$ cat config.mk
export PLATFORM = sky130hd
export DESIGN_NAME = crpc_core_reset_power
export DESIGN_NICKNAME = d
export VERILOG_FILES = /design/src/inc/crpc_pkg.sv /design/src/core/crpc_core_reset_power.sv
export SDC_FILE = /design/constraint.sdc
export NUM_CORES = 1
export LEC_CHECK = 0
export BUFFER_PORTS_ARGS = -buffer_cell sky130_fd_sc_hd__buf_2
export CORE_MARGIN = 2
export CORE_UTILIZATION = 61
export DETAILED_ROUTE_END_ITERATION = 12
export PLACE_DENSITY = 0.86
export SLEW_MARGIN = 20
export SYNTH_ARGS = -nofsm -noshare
export SYNTH_HDL_FRONTEND = slang
export SYNTH_SLANG_ARGS = --single-unit
$ cat constraint.sdc
create_clock -name mclk -period 4.4 [get_ports mclk]
set_clock_uncertainty 0.2 [all_clocks]
set_input_delay 0.22 -clock mclk [delete_from_list [all_inputs] [get_ports mclk]]
set_output_delay 0.22 -clock mclk [all_outputs]
set_load 0.01 [all_outputs]
$ cat src/inc/crpc_pkg.sv
// =====================================================================
// Reset and power control constants
package crpc_pkg;

	// =================================================================
	// Bus geometry
	localparam int ADDR_W = 8;
	localparam int DATA_W = 32;
	localparam int STRB_W = DATA_W / 8;

	// =================================================================
	// Register offsets (byte addresses)
	localparam logic [ADDR_W-1:0] STATUS_OFF = 8'h00;
	localparam logic [ADDR_W-1:0] DEBUG_OFF  = 8'h04;
	localparam logic [ADDR_W-1:0] POWER_OFF  = 8'h08;
	localparam logic [ADDR_W-1:0] TCOUNT_OFF = 8'h0c;
	localparam logic [ADDR_W-1:0] TCMP_OFF   = 8'h10;

	// =================================================================
	// Field positions
	localparam int EXL_BIT     = 1;
	localparam int ERL_BIT     = 2;
	localparam int SOFT_BIT    = 4;
	localparam int DM_BIT      = 30;
	localparam int WMASK_BIT   = 0;
	localparam int WAIT_BIT    = 0;
	localparam int RSTACT_BIT  = 1;
	localparam int WARMLVL_BIT = 2;
	localparam int COLDLVL_BIT = 3;
	localparam int TPEND_BIT   = 4;

	// =================================================================
	// Reset values and timing counts
	localparam logic        EXL_RST    = 1'h0;
	localparam logic        ERL_RST    = 1'h1;
	localparam logic [31:0] TCMP_RST   = 32'hffffffff;
	localparam logic [2:0]  RST_PULSE  = 3'h6;
	localparam logic [3:0]  TIMER_DIV  = 4'h2;

	// =================================================================
	// Bus responses
	localparam logic [1:0] RESP_OKAY   = 2'h0;
	localparam logic [1:0] RESP_SLVERR = 2'h2;

	// =================================================================
	// Power states
	typedef enum logic [2:0] {
		CRPC_RUN   = 3'h1,
		CRPC_RESET = 3'h2,
		CRPC_SLEEP = 3'h4
	} crpc_state_e;

endpackage

$ cat src/core/crpc_core_reset_power.sv
`timescale 1ns/1ps
// Notes on behaviour
// - Warm and cold resets are active low, any timing, both raise reset.
// - Any reset gives an internal pulse of at least six cycles, released on the clock.
// - Warm low with cold high resets and sets the soft-reset flag.
// - Cold low always resets; both high means normal operation.
// - Cold never masked; warm maskable only in debug mode on request.
// - Exception-level output follows status bit 1.
// - Error-level output follows status bit 2.
// - Debug-mode output follows debug register bit 30.
// - Wait stops the core clock; timer, interrupts and resets stay live.
// - Any interrupt, NMI or reset ends wait mode.
// - Sleep output asserts when a wait instruction executes with no reset, interrupt, NMI or timer event pending.
module crpc_core_reset_power #(
	parameter int INT_W   = 8,
	parameter int TIMER_W = 32
) (
	// Clock and reset
	input  wire logic                          mclk,
	input  wire logic                          nrst,
	// Core reset and wake sources
	input  wire logic                          warmResetNIn,
	input  wire logic                          coldResetNIn,
	input  wire logic [INT_W-1:0]              intIn,
	input  wire logic                          nmiIn,
	// Power agent outputs
	output logic                               exceptionLevelOut,
	output logic                               errorLevelOut,
	output logic                               debugModeOut,
	output logic                               sleepOut,
	output logic                               coreClockEnOut,
	output logic                               coreResetNOut,
	// AXI4-Lite write address
	input  wire logic                          awvalid,
	output logic                               awready,
	input  wire logic [crpc_pkg::ADDR_W-1:0]   awaddr,
	input  wire logic [2:0]                    awprot,
	// AXI4-Lite write data
	input  wire logic                          wvalid,
	output logic                               wready,
	input  wire logic [crpc_pkg::DATA_W-1:0]   wdata,
	input  wire logic [crpc_pkg::STRB_W-1:0]   wstrb,
	// AXI4-Lite write response
	output logic                               bvalid,
	input  wire logic                          bready,
	output logic [1:0]                         bresp,
	// AXI4-Lite read address
	input  wire logic                          arvalid,
	output logic                               arready,
	input  wire logic [crpc_pkg::ADDR_W-1:0]   araddr,
	input  wire logic [2:0]                    arprot,
	// AXI4-Lite read data
	output logic                               rvalid,
	input  wire logic                          rready,
	output logic [crpc_pkg::DATA_W-1:0]        rdata,
	output logic [1:0]                         rresp
);
	import crpc_pkg::*;

	// =================================================================
	// Declarations
	logic [1:0]         rstMeta_ff;
	logic [1:0]         rstSync_ff;
	logic [2:0]         pulseCnt_ff;
	logic [2:0]         nxt_pulseCnt;
	logic               coreResetN_ff;
	logic               exceptionLevelBit_ff;
	logic               errorLevelBit_ff;
	logic               softResetFlag_ff;
	logic               debugModeBit_ff;
	logic               warmMaskReq_ff;
	crpc_state_e        state_ff;
	crpc_state_e        nxt_state;
	logic [3:0]         divCnt_ff;
	logic [TIMER_W-1:0] timerCount_ff;
	logic [TIMER_W-1:0] timerCmp_ff;
	logic               timerPend_ff;
	logic               awHeld_ff;
	logic [ADDR_W-1:0]  awAddr_ff;
	logic               wHeld_ff;
	logic [DATA_W-1:0]  wData_ff;
	logic [STRB_W-1:0]  wStrb_ff;
	logic               bvalid_ff;
	logic [1:0]         bresp_ff;
	logic               rvalid_ff;
	logic [DATA_W-1:0]  rdata_ff;
	logic [1:0]         rresp_ff;

	// =================================================================
	// Reset input synchronisers, bit 0 warm and bit 1 cold
	always_ff @(posedge mclk) begin
		if (!nrst) begin
			rstMeta_ff <= 2'h3;
			rstSync_ff <= 2'h3;
		end else begin
			rstMeta_ff <= {coldResetNIn, warmResetNIn};
			rstSync_ff <= rstMeta_ff;
		end
	end

	// =================================================================
	// Reset request decode
	wire warmLow    = !rstSync_ff[0];
	wire coldLow    = !rstSync_ff[1];
	wire warmMasked = debugModeBit_ff && warmMaskReq_ff;
	wire warmReq    = warmLow && !warmMasked;
	wire resetReq   = coldLow || warmReq;
	wire softReq    = warmReq && !coldLow;
	wire resetAct   = pulseCnt_ff != 3'h0;

	// =================================================================
	// Internal reset pulse
	// six-cycle stretch
	assign nxt_pulseCnt = resetReq ? RST_PULSE :
		(resetAct ? pulseCnt_ff - 3'h1 : 3'h0);

	always_ff @(posedge mclk) begin
		if (!nrst) begin
			pulseCnt_ff   <= RST_PULSE;
			coreResetN_ff <= 1'h0;
		end else begin
			pulseCnt_ff   <= nxt_pulseCnt;
			coreResetN_ff <= nxt_pulseCnt == 3'h0;
		end
	end

	// =================================================================
	// Bus write channel
	wire doWrite = awHeld_ff && wHeld_ff && !bvalid_ff;
	assign awready = !awHeld_ff && !bvalid_ff;
	assign wready  = !wHeld_ff && !bvalid_ff;

	always_ff @(posedge mclk) begin
		if (!nrst) begin
			awHeld_ff <= 1'h0;
			awAddr_ff <= '0;
		end else if (awvalid && awready) begin
			awHeld_ff <= 1'h1;
			awAddr_ff <= awaddr;
		end else if (doWrite) begin
			awHeld_ff <= 1'h0;
		end
	end

	always_ff @(posedge mclk) begin
		if (!nrst) begin
			wHeld_ff <= 1'h0;
			wData_ff <= '0;
			wStrb_ff <= '0;
		end else if (wvalid && wready) begin
			wHeld_ff <= 1'h1;
			wData_ff <= wdata;
			wStrb_ff <= wstrb;
		end else if (doWrite) begin
			wHeld_ff <= 1'h0;
		end
	end

	// Write address decode
	wire [ADDR_W-3:0] wIdx = awAddr_ff[ADDR_W-1:2];
	wire hitWStatus = wIdx == STATUS_OFF[ADDR_W-1:2];
	wire hitWDebug  = wIdx == DEBUG_OFF[ADDR_W-1:2];
	wire hitWPower  = wIdx == POWER_OFF[ADDR_W-1:2];
	wire hitWCount  = wIdx == TCOUNT_OFF[ADDR_W-1:2];
	wire hitWCmp    = wIdx == TCMP_OFF[ADDR_W-1:2];
	wire hitWAny    = hitWStatus || hitWDebug || hitWPower ||
		hitWCount || hitWCmp;
	wire wrStatus   = doWrite && hitWStatus && wStrb_ff[0];
	wire wrDbgLo    = doWrite && hitWDebug && wStrb_ff[0];
	wire wrDbgHi    = doWrite && hitWDebug && wStrb_ff[3];
	wire wrPower    = doWrite && hitWPower && wStrb_ff[0];

	// Byte-lane merge for the timer words
	wire [DATA_W-1:0] laneMask = {{8{wStrb_ff[3]}}, {8{wStrb_ff[2]}},
		{8{wStrb_ff[1]}}, {8{wStrb_ff[0]}}};

	always_ff @(posedge mclk) begin
		if (!nrst) begin
			bvalid_ff <= 1'h0;
			bresp_ff  <= RESP_OKAY;
		end else if (doWrite) begin
			bvalid_ff <= 1'h1;
			bresp_ff  <= hitWAny ? RESP_OKAY : RESP_SLVERR;
		end else if (bready) begin
			bvalid_ff <= 1'h0;
		end
	end
	assign bvalid = bvalid_ff;
	assign bresp  = bresp_ff;

	// =================================================================
	// Status register bits
	// exception level store
	always_ff @(posedge mclk) begin
		if (!nrst) begin
			exceptionLevelBit_ff <= EXL_RST;
		end else if (wrStatus) begin
			exceptionLevelBit_ff <= wData_ff[EXL_BIT];
		end
	end

	always_ff @(posedge mclk) begin
		if (!nrst) begin
			errorLevelBit_ff <= ERL_RST;
		end else if (resetAct) begin
			errorLevelBit_ff <= 1'h1;
		end else if (wrStatus) begin
			errorLevelBit_ff <= wData_ff[ERL_BIT];
		end
	end

	// soft flag, set wins over clear
	always_ff @(posedge mclk) begin
		if (!nrst) begin
			softResetFlag_ff <= 1'h0;
		end else if (softReq) begin
			softResetFlag_ff <= 1'h1;
		end else if (coldLow) begin
			softResetFlag_ff <= 1'h0;
		end else if (wrStatus && wData_ff[SOFT_BIT]) begin
			softResetFlag_ff <= 1'h0;
		end
	end

	// =================================================================
	// Debug register bits
	// debug mode store
	always_ff @(posedge mclk) begin
		if (!nrst) begin
			debugModeBit_ff <= 1'h0;
		end else if (coldLow) begin
			debugModeBit_ff <= 1'h0;
		end else if (wrDbgHi) begin
			debugModeBit_ff <= wData_ff[DM_BIT];
		end
	end

	always_ff @(posedge mclk) begin
		if (!nrst) begin
			warmMaskReq_ff <= 1'h0;
		end else if (coldLow) begin
			warmMaskReq_ff <= 1'h0;
		end else if (wrDbgLo) begin
			warmMaskReq_ff <= wData_ff[WMASK_BIT];
		end
	end

	assign exceptionLevelOut = exceptionLevelBit_ff;
	assign errorLevelOut     = errorLevelBit_ff;
	assign debugModeOut      = debugModeBit_ff;

	// =================================================================
	// Free-running timer, live during sleep
	// timer keeps counting
	wire tick = divCnt_ff == TIMER_DIV - 4'h1;
	wire hitTimer = tick && timerCount_ff == timerCmp_ff;

	always_ff @(posedge mclk) begin
		if (!nrst) begin
			divCnt_ff <= 4'h0;
		end else begin
			divCnt_ff <= tick ? 4'h0 : divCnt_ff + 4'h1;
		end
	end

	always_ff @(posedge mclk) begin
		if (!nrst) begin
			timerCount_ff <= '0;
		end else if (doWrite && hitWCount) begin
			timerCount_ff <= (timerCount_ff & ~laneMask) |
				(wData_ff & laneMask);
		end else if (tick) begin
			timerCount_ff <= timerCount_ff + 1'b1;
		end
	end

	always_ff @(posedge mclk) begin
		if (!nrst) begin
			timerCmp_ff <= TCMP_RST;
		end else if (doWrite && hitWCmp) begin
			timerCmp_ff <= (timerCmp_ff & ~laneMask) |
				(wData_ff & laneMask);
		end
	end

	// Timer pending, set wins over write-one clear
	always_ff @(posedge mclk) begin
		if (!nrst) begin
			timerPend_ff <= 1'h0;
		end else if (hitTimer) begin
			timerPend_ff <= 1'h1;
		end else if (wrPower && wData_ff[TPEND_BIT]) begin
			timerPend_ff <= 1'h0;
		end
	end

	// =================================================================
	// Power state machine
	// interrupt inputs stay live
	wire intEvt  = (|intIn) || nmiIn || timerPend_ff;
	wire waitCmd = wrPower && wData_ff[WAIT_BIT];

	always_comb begin
		nxt_state = state_ff;
		case (state_ff)
			CRPC_RUN: begin
				if (resetReq || resetAct) begin
					nxt_state = CRPC_RESET;
				end else if (waitCmd && !intEvt) begin
					nxt_state = CRPC_SLEEP;
				end
			end
			CRPC_RESET: begin
				if (!resetReq && !resetAct) begin
					nxt_state = CRPC_RUN;
				end
			end
			CRPC_SLEEP: begin
				if (resetReq || resetAct) begin
					nxt_state = CRPC_RESET;
				end else if (intEvt) begin
					nxt_state = CRPC_RUN;
				end
			end
			default: begin
				nxt_state = CRPC_RESET;
			end
		endcase
	end

	always_ff @(posedge mclk) begin
		if (!nrst) begin
			state_ff <= CRPC_RESET;
		end else begin
			state_ff <= nxt_state;
		end
	end

	assign sleepOut       = state_ff == CRPC_SLEEP;
	assign coreClockEnOut = state_ff != CRPC_SLEEP;
	assign coreResetNOut  = coreResetN_ff;

	// =================================================================
	// Bus read channel
	wire [ADDR_W-3:0] rIdx = araddr[ADDR_W-1:2];
	wire hitRStatus = rIdx == STATUS_OFF[ADDR_W-1:2];
	wire hitRDebug  = rIdx == DEBUG_OFF[ADDR_W-1:2];
	wire hitRPower  = rIdx == POWER_OFF[ADDR_W-1:2];
	wire hitRCount  = rIdx == TCOUNT_OFF[ADDR_W-1:2];
	wire hitRCmp    = rIdx == TCMP_OFF[ADDR_W-1:2];
	wire hitRAny    = hitRStatus || hitRDebug || hitRPower ||
		hitRCount || hitRCmp;

	wire [DATA_W-1:0] statusWord = DATA_W'(
		(exceptionLevelBit_ff << EXL_BIT) |
		(errorLevelBit_ff << ERL_BIT) |
		(softResetFlag_ff << SOFT_BIT));
	wire [DATA_W-1:0] debugWord = DATA_W'(
		(debugModeBit_ff << DM_BIT) |
		(warmMaskReq_ff << WMASK_BIT));
	wire [DATA_W-1:0] powerWord = DATA_W'(
		(sleepOut << WAIT_BIT) |
		(resetAct << RSTACT_BIT) |
		(rstSync_ff[0] << WARMLVL_BIT) |
		(rstSync_ff[1] << COLDLVL_BIT) |
		(timerPend_ff << TPEND_BIT));

	wire [DATA_W-1:0] readMux =
		hitRStatus ? statusWord :
		hitRDebug  ? debugWord :
		hitRPower  ? powerWord :
		hitRCount  ? DATA_W'(timerCount_ff) :
		hitRCmp    ? DATA_W'(timerCmp_ff) : '0;

	assign arready = !rvalid_ff;

	always_ff @(posedge mclk) begin
		if (!nrst) begin
			rvalid_ff <= 1'h0;
			rdata_ff  <= '0;
			rresp_ff  <= RESP_OKAY;
		end else if (arvalid && arready) begin
			rvalid_ff <= 1'h1;
			rdata_ff  <= readMux;
			rresp_ff  <= hitRAny ? RESP_OKAY : RESP_SLVERR;
		end else if (rready) begin
			rvalid_ff <= 1'h0;
		end
	end
	assign rvalid = rvalid_ff;
	assign rdata  = rdata_ff;
	assign rresp  = rresp_ff;

endmodule

Word level (Yosys, flattened, before mapping)
Cells that the tools add are included.

$add $sub $neg: 3. Reduce and logical (&&, ||, !) cells: 62. Eq/ne operators: 18. Mux-type cells: 29. Bitwise operators: 14.

Operators by type and width (count): 32-bit 2-to-1 mux (7); 32-bit bitwise AND (3); 32-bit bitwise OR (2); 32-bit by 1-bit adder with 32-bit output, second input constant (1); 32-bit equality test (1); 32-bit inverter (1); 31-bit by 1-bit bitwise OR with 31-bit output (1); 1-bit logical AND (25); 6-bit by 2-bit equality test with 1-bit output, second input constant (4); 3-bit 2-to-1 mux (7); 6-bit by 1-bit equality test with 1-bit output, second input constant (2); 6-bit by 3-bit equality test with 1-bit output, second input constant (2); 6-bit zero test (2); 1-bit logical OR (12); 1-bit 2-to-1 mux (12); 2-bit nonzero test (6); 1-bit zero test (10); 3-bit case mux with 3 select lines (1); 8-bit OR reduction (1); 3-bit by 1-bit != test with 1-bit output, second input constant (2); 3-bit != test, second input constant (2); 2-bit by 3-bit bitwise OR with 3-bit output (2); 3-bit by 5-bit bitwise OR with 5-bit output (1); 4-bit by 5-bit bitwise OR with 5-bit output (1); 16 further kinds (18).

Register bits: 169. Bits of input ports: 76. Logic and storage cells: 150. Output and inout bits: 47.

Longest topological paths before layout
Depth in word-level cells: 9. Mapped depth: 8. Gate-level depth less buffers: 7.

Least setup slack after synthesis
OpenSTA, ideal clock, no wires.

Path type: reg2reg. Start: register (tool-made name). End: register (tool-made name). Setup slack: 2.176 ns. Clock period less this slack: 2.224 ns. Cell stages (with the launch flop): 8. Data required time: 4.141 ns. Buffers on the path: 2. Library setup time: 0.059 ns. Arrival: 1.965 ns. Path through: dfxtp_1 -> buf_4 -> nand4_4 -> or4_1 -> buf_2 -> or4_1 -> a21oi_1 -> o221a_2.

==> flow_summary.yaml <==
power_and_ir_drop:
  p_leak_nw: 3.723
  p_per_area_mw_per_mm2: 391.6
  power_w: 0.003657
  switching_share_pct: 23.80
  power_frac_clock_pct: 46.5
  internal_power_w: 0.002787
  ir_drop_v: 0.0002812
  p_switching_w: 0.0008701
  power_frac_seq_pct: 44.6
  combPwrFrac_pct: 8.9
cts:
  clk_latency_ns: 0.44
  postCtsHoldBufs: 48
  root_buffer: "clkbuf_16"
  cts_sinks: 165
  clkTransAtPathRegs_ns: 0.07
  post-cts-setup-buffers: 0
  cts_resized: 0
  htreeDepth: 4
  cts_tree: "built"
  cts_max_path_buffers: 2
  numCtsBuffers: 17
logic_synthesis:
  synth-simple-area-share_pct: 27.72
  synth_top_area_share_pct: 43.53
  synth-main-ff-cell: "dfxtp_1"
  synth_compound_area_share_pct: 14.77
  synth_edf_count: 0
  yosys-top-cells-area: "dfxtp_1, nand2_1, a21oi_1"
  syn_avg_cell_area_um2: 8.081
  synth-xor-area-share_pct: 4.732
  synth_mux_area_share_pct: 4.749
  yosys_warnings: 0
  ys_async_sr_fraction_pct: 0
  synth_cell_type_count: 61
  ys_seq_elements: 165
  synth_area_leader_cell: "dfxtp_1"
  synth_fa_ha_area_share_pct: 0.4946
  synth_top_family_by_area: "simple AND/OR/NAND/NOR gates"
  synth_area_mm2: 0.007589
  ys_seq_area_share_pct: 43.53
  synthCells: 939
sta:
  fmax_mhz: 365.0
  fin_crit_ns: 2.740
  hold_violations: 0
  fin_setup_tns_ns: 0
  slew_headroom_pct: 38.67
  report.final.slew_viol_count: 0
  rsz0062_at_grt: "no"
  finalSetupViolCount: 0
  worst_slew_pin_slew_ns: 0.9115
  period_share_pct: 62.26
global_route:
  grt_antenna_before_repair: 0
  grt_use_total_pct: 33.68
  grt_pass1_wl_um: 35070
  grt-ovfl-total: 0
  grt_max_degree: 68
  grt_pass1_vias: 7074
detailed_routing:
  drt_first_iter_violations: 670
  drcViolationCount: 0
  ant_nets: 0
  vias_per_cell: 6.106
  wl_um: 21990
  wire_per_inst_um: 17.62
  vias: 7620
  drt_pass1_iterations: 6
layout:
  drive_above_1_share_pct: 15.00
  diodes: 0
  area_growth_syn_to_layout_pct: 23.05
  stdcell_count: 1248
  fill_cells: 835
  nets: 1146
floorplanning:
  ioPinCount: 123
  start_util_pct: 62.91
  row_count: 40
  core_area_mm2: 0.01206
  fp.dieW_um: 115.5
  design.die.area_mm2: 0.01335
  die-height_um: 115.5
critical_path:
  critPathLaunchType: "flop"
  end_kind: "flop"
  worst_ep_required_time_ns: 4.56
  worstSetupPathType: "flop to flop"
  cp.arrival_ns: 2.90
  crit_fanout: 6
flow_run:
  max_cap_viol_count: 0
worst_hold_path:
  worst_hold_path_type: "primary input to flop"
outcome:
  outcome: "completed"
place:
  io_buffer_count: 110
  gp_congestion: 0.9332
  post-place-cells: 1167
  hpwl_um: 14010
==> worst paths after layout <==
check                      startpoint                  endpoint  slack [ns]  cells past startpoint
max                              flop                      flop        1.66                      5
max reg2reg                      flop                      flop        1.66                      5
min                         araddr[3]     rdata[0]$_SDFFE_PN0P_        0.04                      4
min reg2reg  rstMeta_ff[1]$_SDFF_PN1_  rstSync_ff[1]$_SDFF_PN1_        0.21                      1
==> routing by layer <==
metal / wire [um] / share of wire [%] / vias to the layer above / global-route usage (%)
li1: - / - / 3580 / -
met1: 8932 / 41 / 3596 / 40.45
met2: 10770 / 49 / 392 / 56.92
met3: 1689 / 7.7 / 52 / 8.002
met4: 594 / 2.7 / 0 / 16.06
met5: 0 / 0 / - / 0
==> power by group through the flow <==
stage | combinational [W] | clock [W] | sequential (W)
3_3_place_gp | 0.000274 | 0 | 0.00166
4_1_cts | 0.000317 | 0.00170 | 0.00163
3_5_place_dp | 0.000282 | 0 | 0.00166
5_1_grt | 0.000358 | 0.00177 | 0.00164
6_report | 0.000325 | 0.00170 | 0.00163
2_1_floorplan | 0.000205 | 0 | 0.00163
==> kinds of logic (layout without fill, tap and decap cells) <==
kind of cell | count (synthesis) | in the layout
other cells | 1 | 2
xor+xnor | 41 | 41
compound gates | 188 | 188
simple gates | 433 | 433
buf+inv | 72 | 212
mux | 36 | 36
flops | 165 | 165
fa+ha+maj | 3 | 3
==> cells in the final DEF, fill, tap and decap left out, types with 3 or more instances in the layout <==
cell / Yosys / final
nand3b_1: 5 / 5
nor2_1: 44 / 43
buf_4: 5 / 8
o211ai_1: 12 / 12
and3_1: 8 / 8
a32oi_1: 3 / 3
or4_1: 6 / 6
nor2b_1: 12 / 12
dfxtp_1: 165 / 165
or3_1: 6 / 6
a2bb2oi_1: 4 / 4
o2bb2ai_1: 3 / 3
clkinv_2: 0 / 3
ha_1: 3 / 3
a31oi_1: 7 / 7
xnor2_1: 23 / 23
nand2_1: 200 / 200
o21ai_0: 54 / 54
inv_1: 12 / 12
nor4_1: 18 / 18
mux2i_1: 36 / 36
and2_1: 10 / 10
dlygate4sd3_1: 0 / 48
a22oi_1: 4 / 4
nor3_1: 19 / 19
nand3_1: 53 / 53
xor2_1: 18 / 18
bufinv_16: 0 / 6
nand4_1: 21 / 21
a21oi_1: 72 / 72
a211oi_1: 6 / 6
nand2b_1: 8 / 8
clkbuf_16: 0 / 17
buf_2: 9 / 110
and4_1: 9 / 9
==> through the flow <==
step                      setup slack (ns)  util, %  instance area, um^2  hold slack, ns
after global routing                 1.535    77.42                 9338         0.07961
after detailed placement             1.404    67.69                 8164          0.1983
final                                1.660    77.42                 9338         0.03980
after global placement               1.488    67.69                 8164          0.1953
after floorplan                      2.176        -                 7592          0.1190
after CTS                            1.383    77.31                 9325         0.02224
==> cell usage after synthesis (7+ instances only) <==
library cell and number:
xor2_1 18, and2_1 10, and4_1 9, nand2b_1 8, nor4_1 18, nor2_1 44
nand4_1 21, nand3_1 53, and3_1 8, mux2i_1 36, clkbuf_1 42, o211ai_1 12
nand2_1 200, a21oi_1 72, a31oi_1 7, xnor2_1 23, o21ai_0 54, inv_1 12
nor3_1 19, nor2b_1 12, dfxtp_1 165, buf_2 9
==> critical path, stage by stage (launching register included) <==
cell      delay [ns]
dfxtp_1         0.53
nand4_4         0.19
or4_1           0.68
nor4_1          0.63
a221oi_1        0.20
nor3_1          0.22
==> layout make-up <==
cell class / count / area (um^2) / share of cell area, %
clock buffer: 19 / 452.9 / 4.851
clock inverter: 13 / 227.7 / 2.439
inverter: 13 / 48.80 / 0.5226
multi-input combinational: 703 / 3996 / 42.80
sequential: 165 / 3303 / 35.37
tap: 168 / 210.2 / 2.251
timing repair buffer: 167 / 1099 / 11.76
Power figures use the tool's default switching activity.
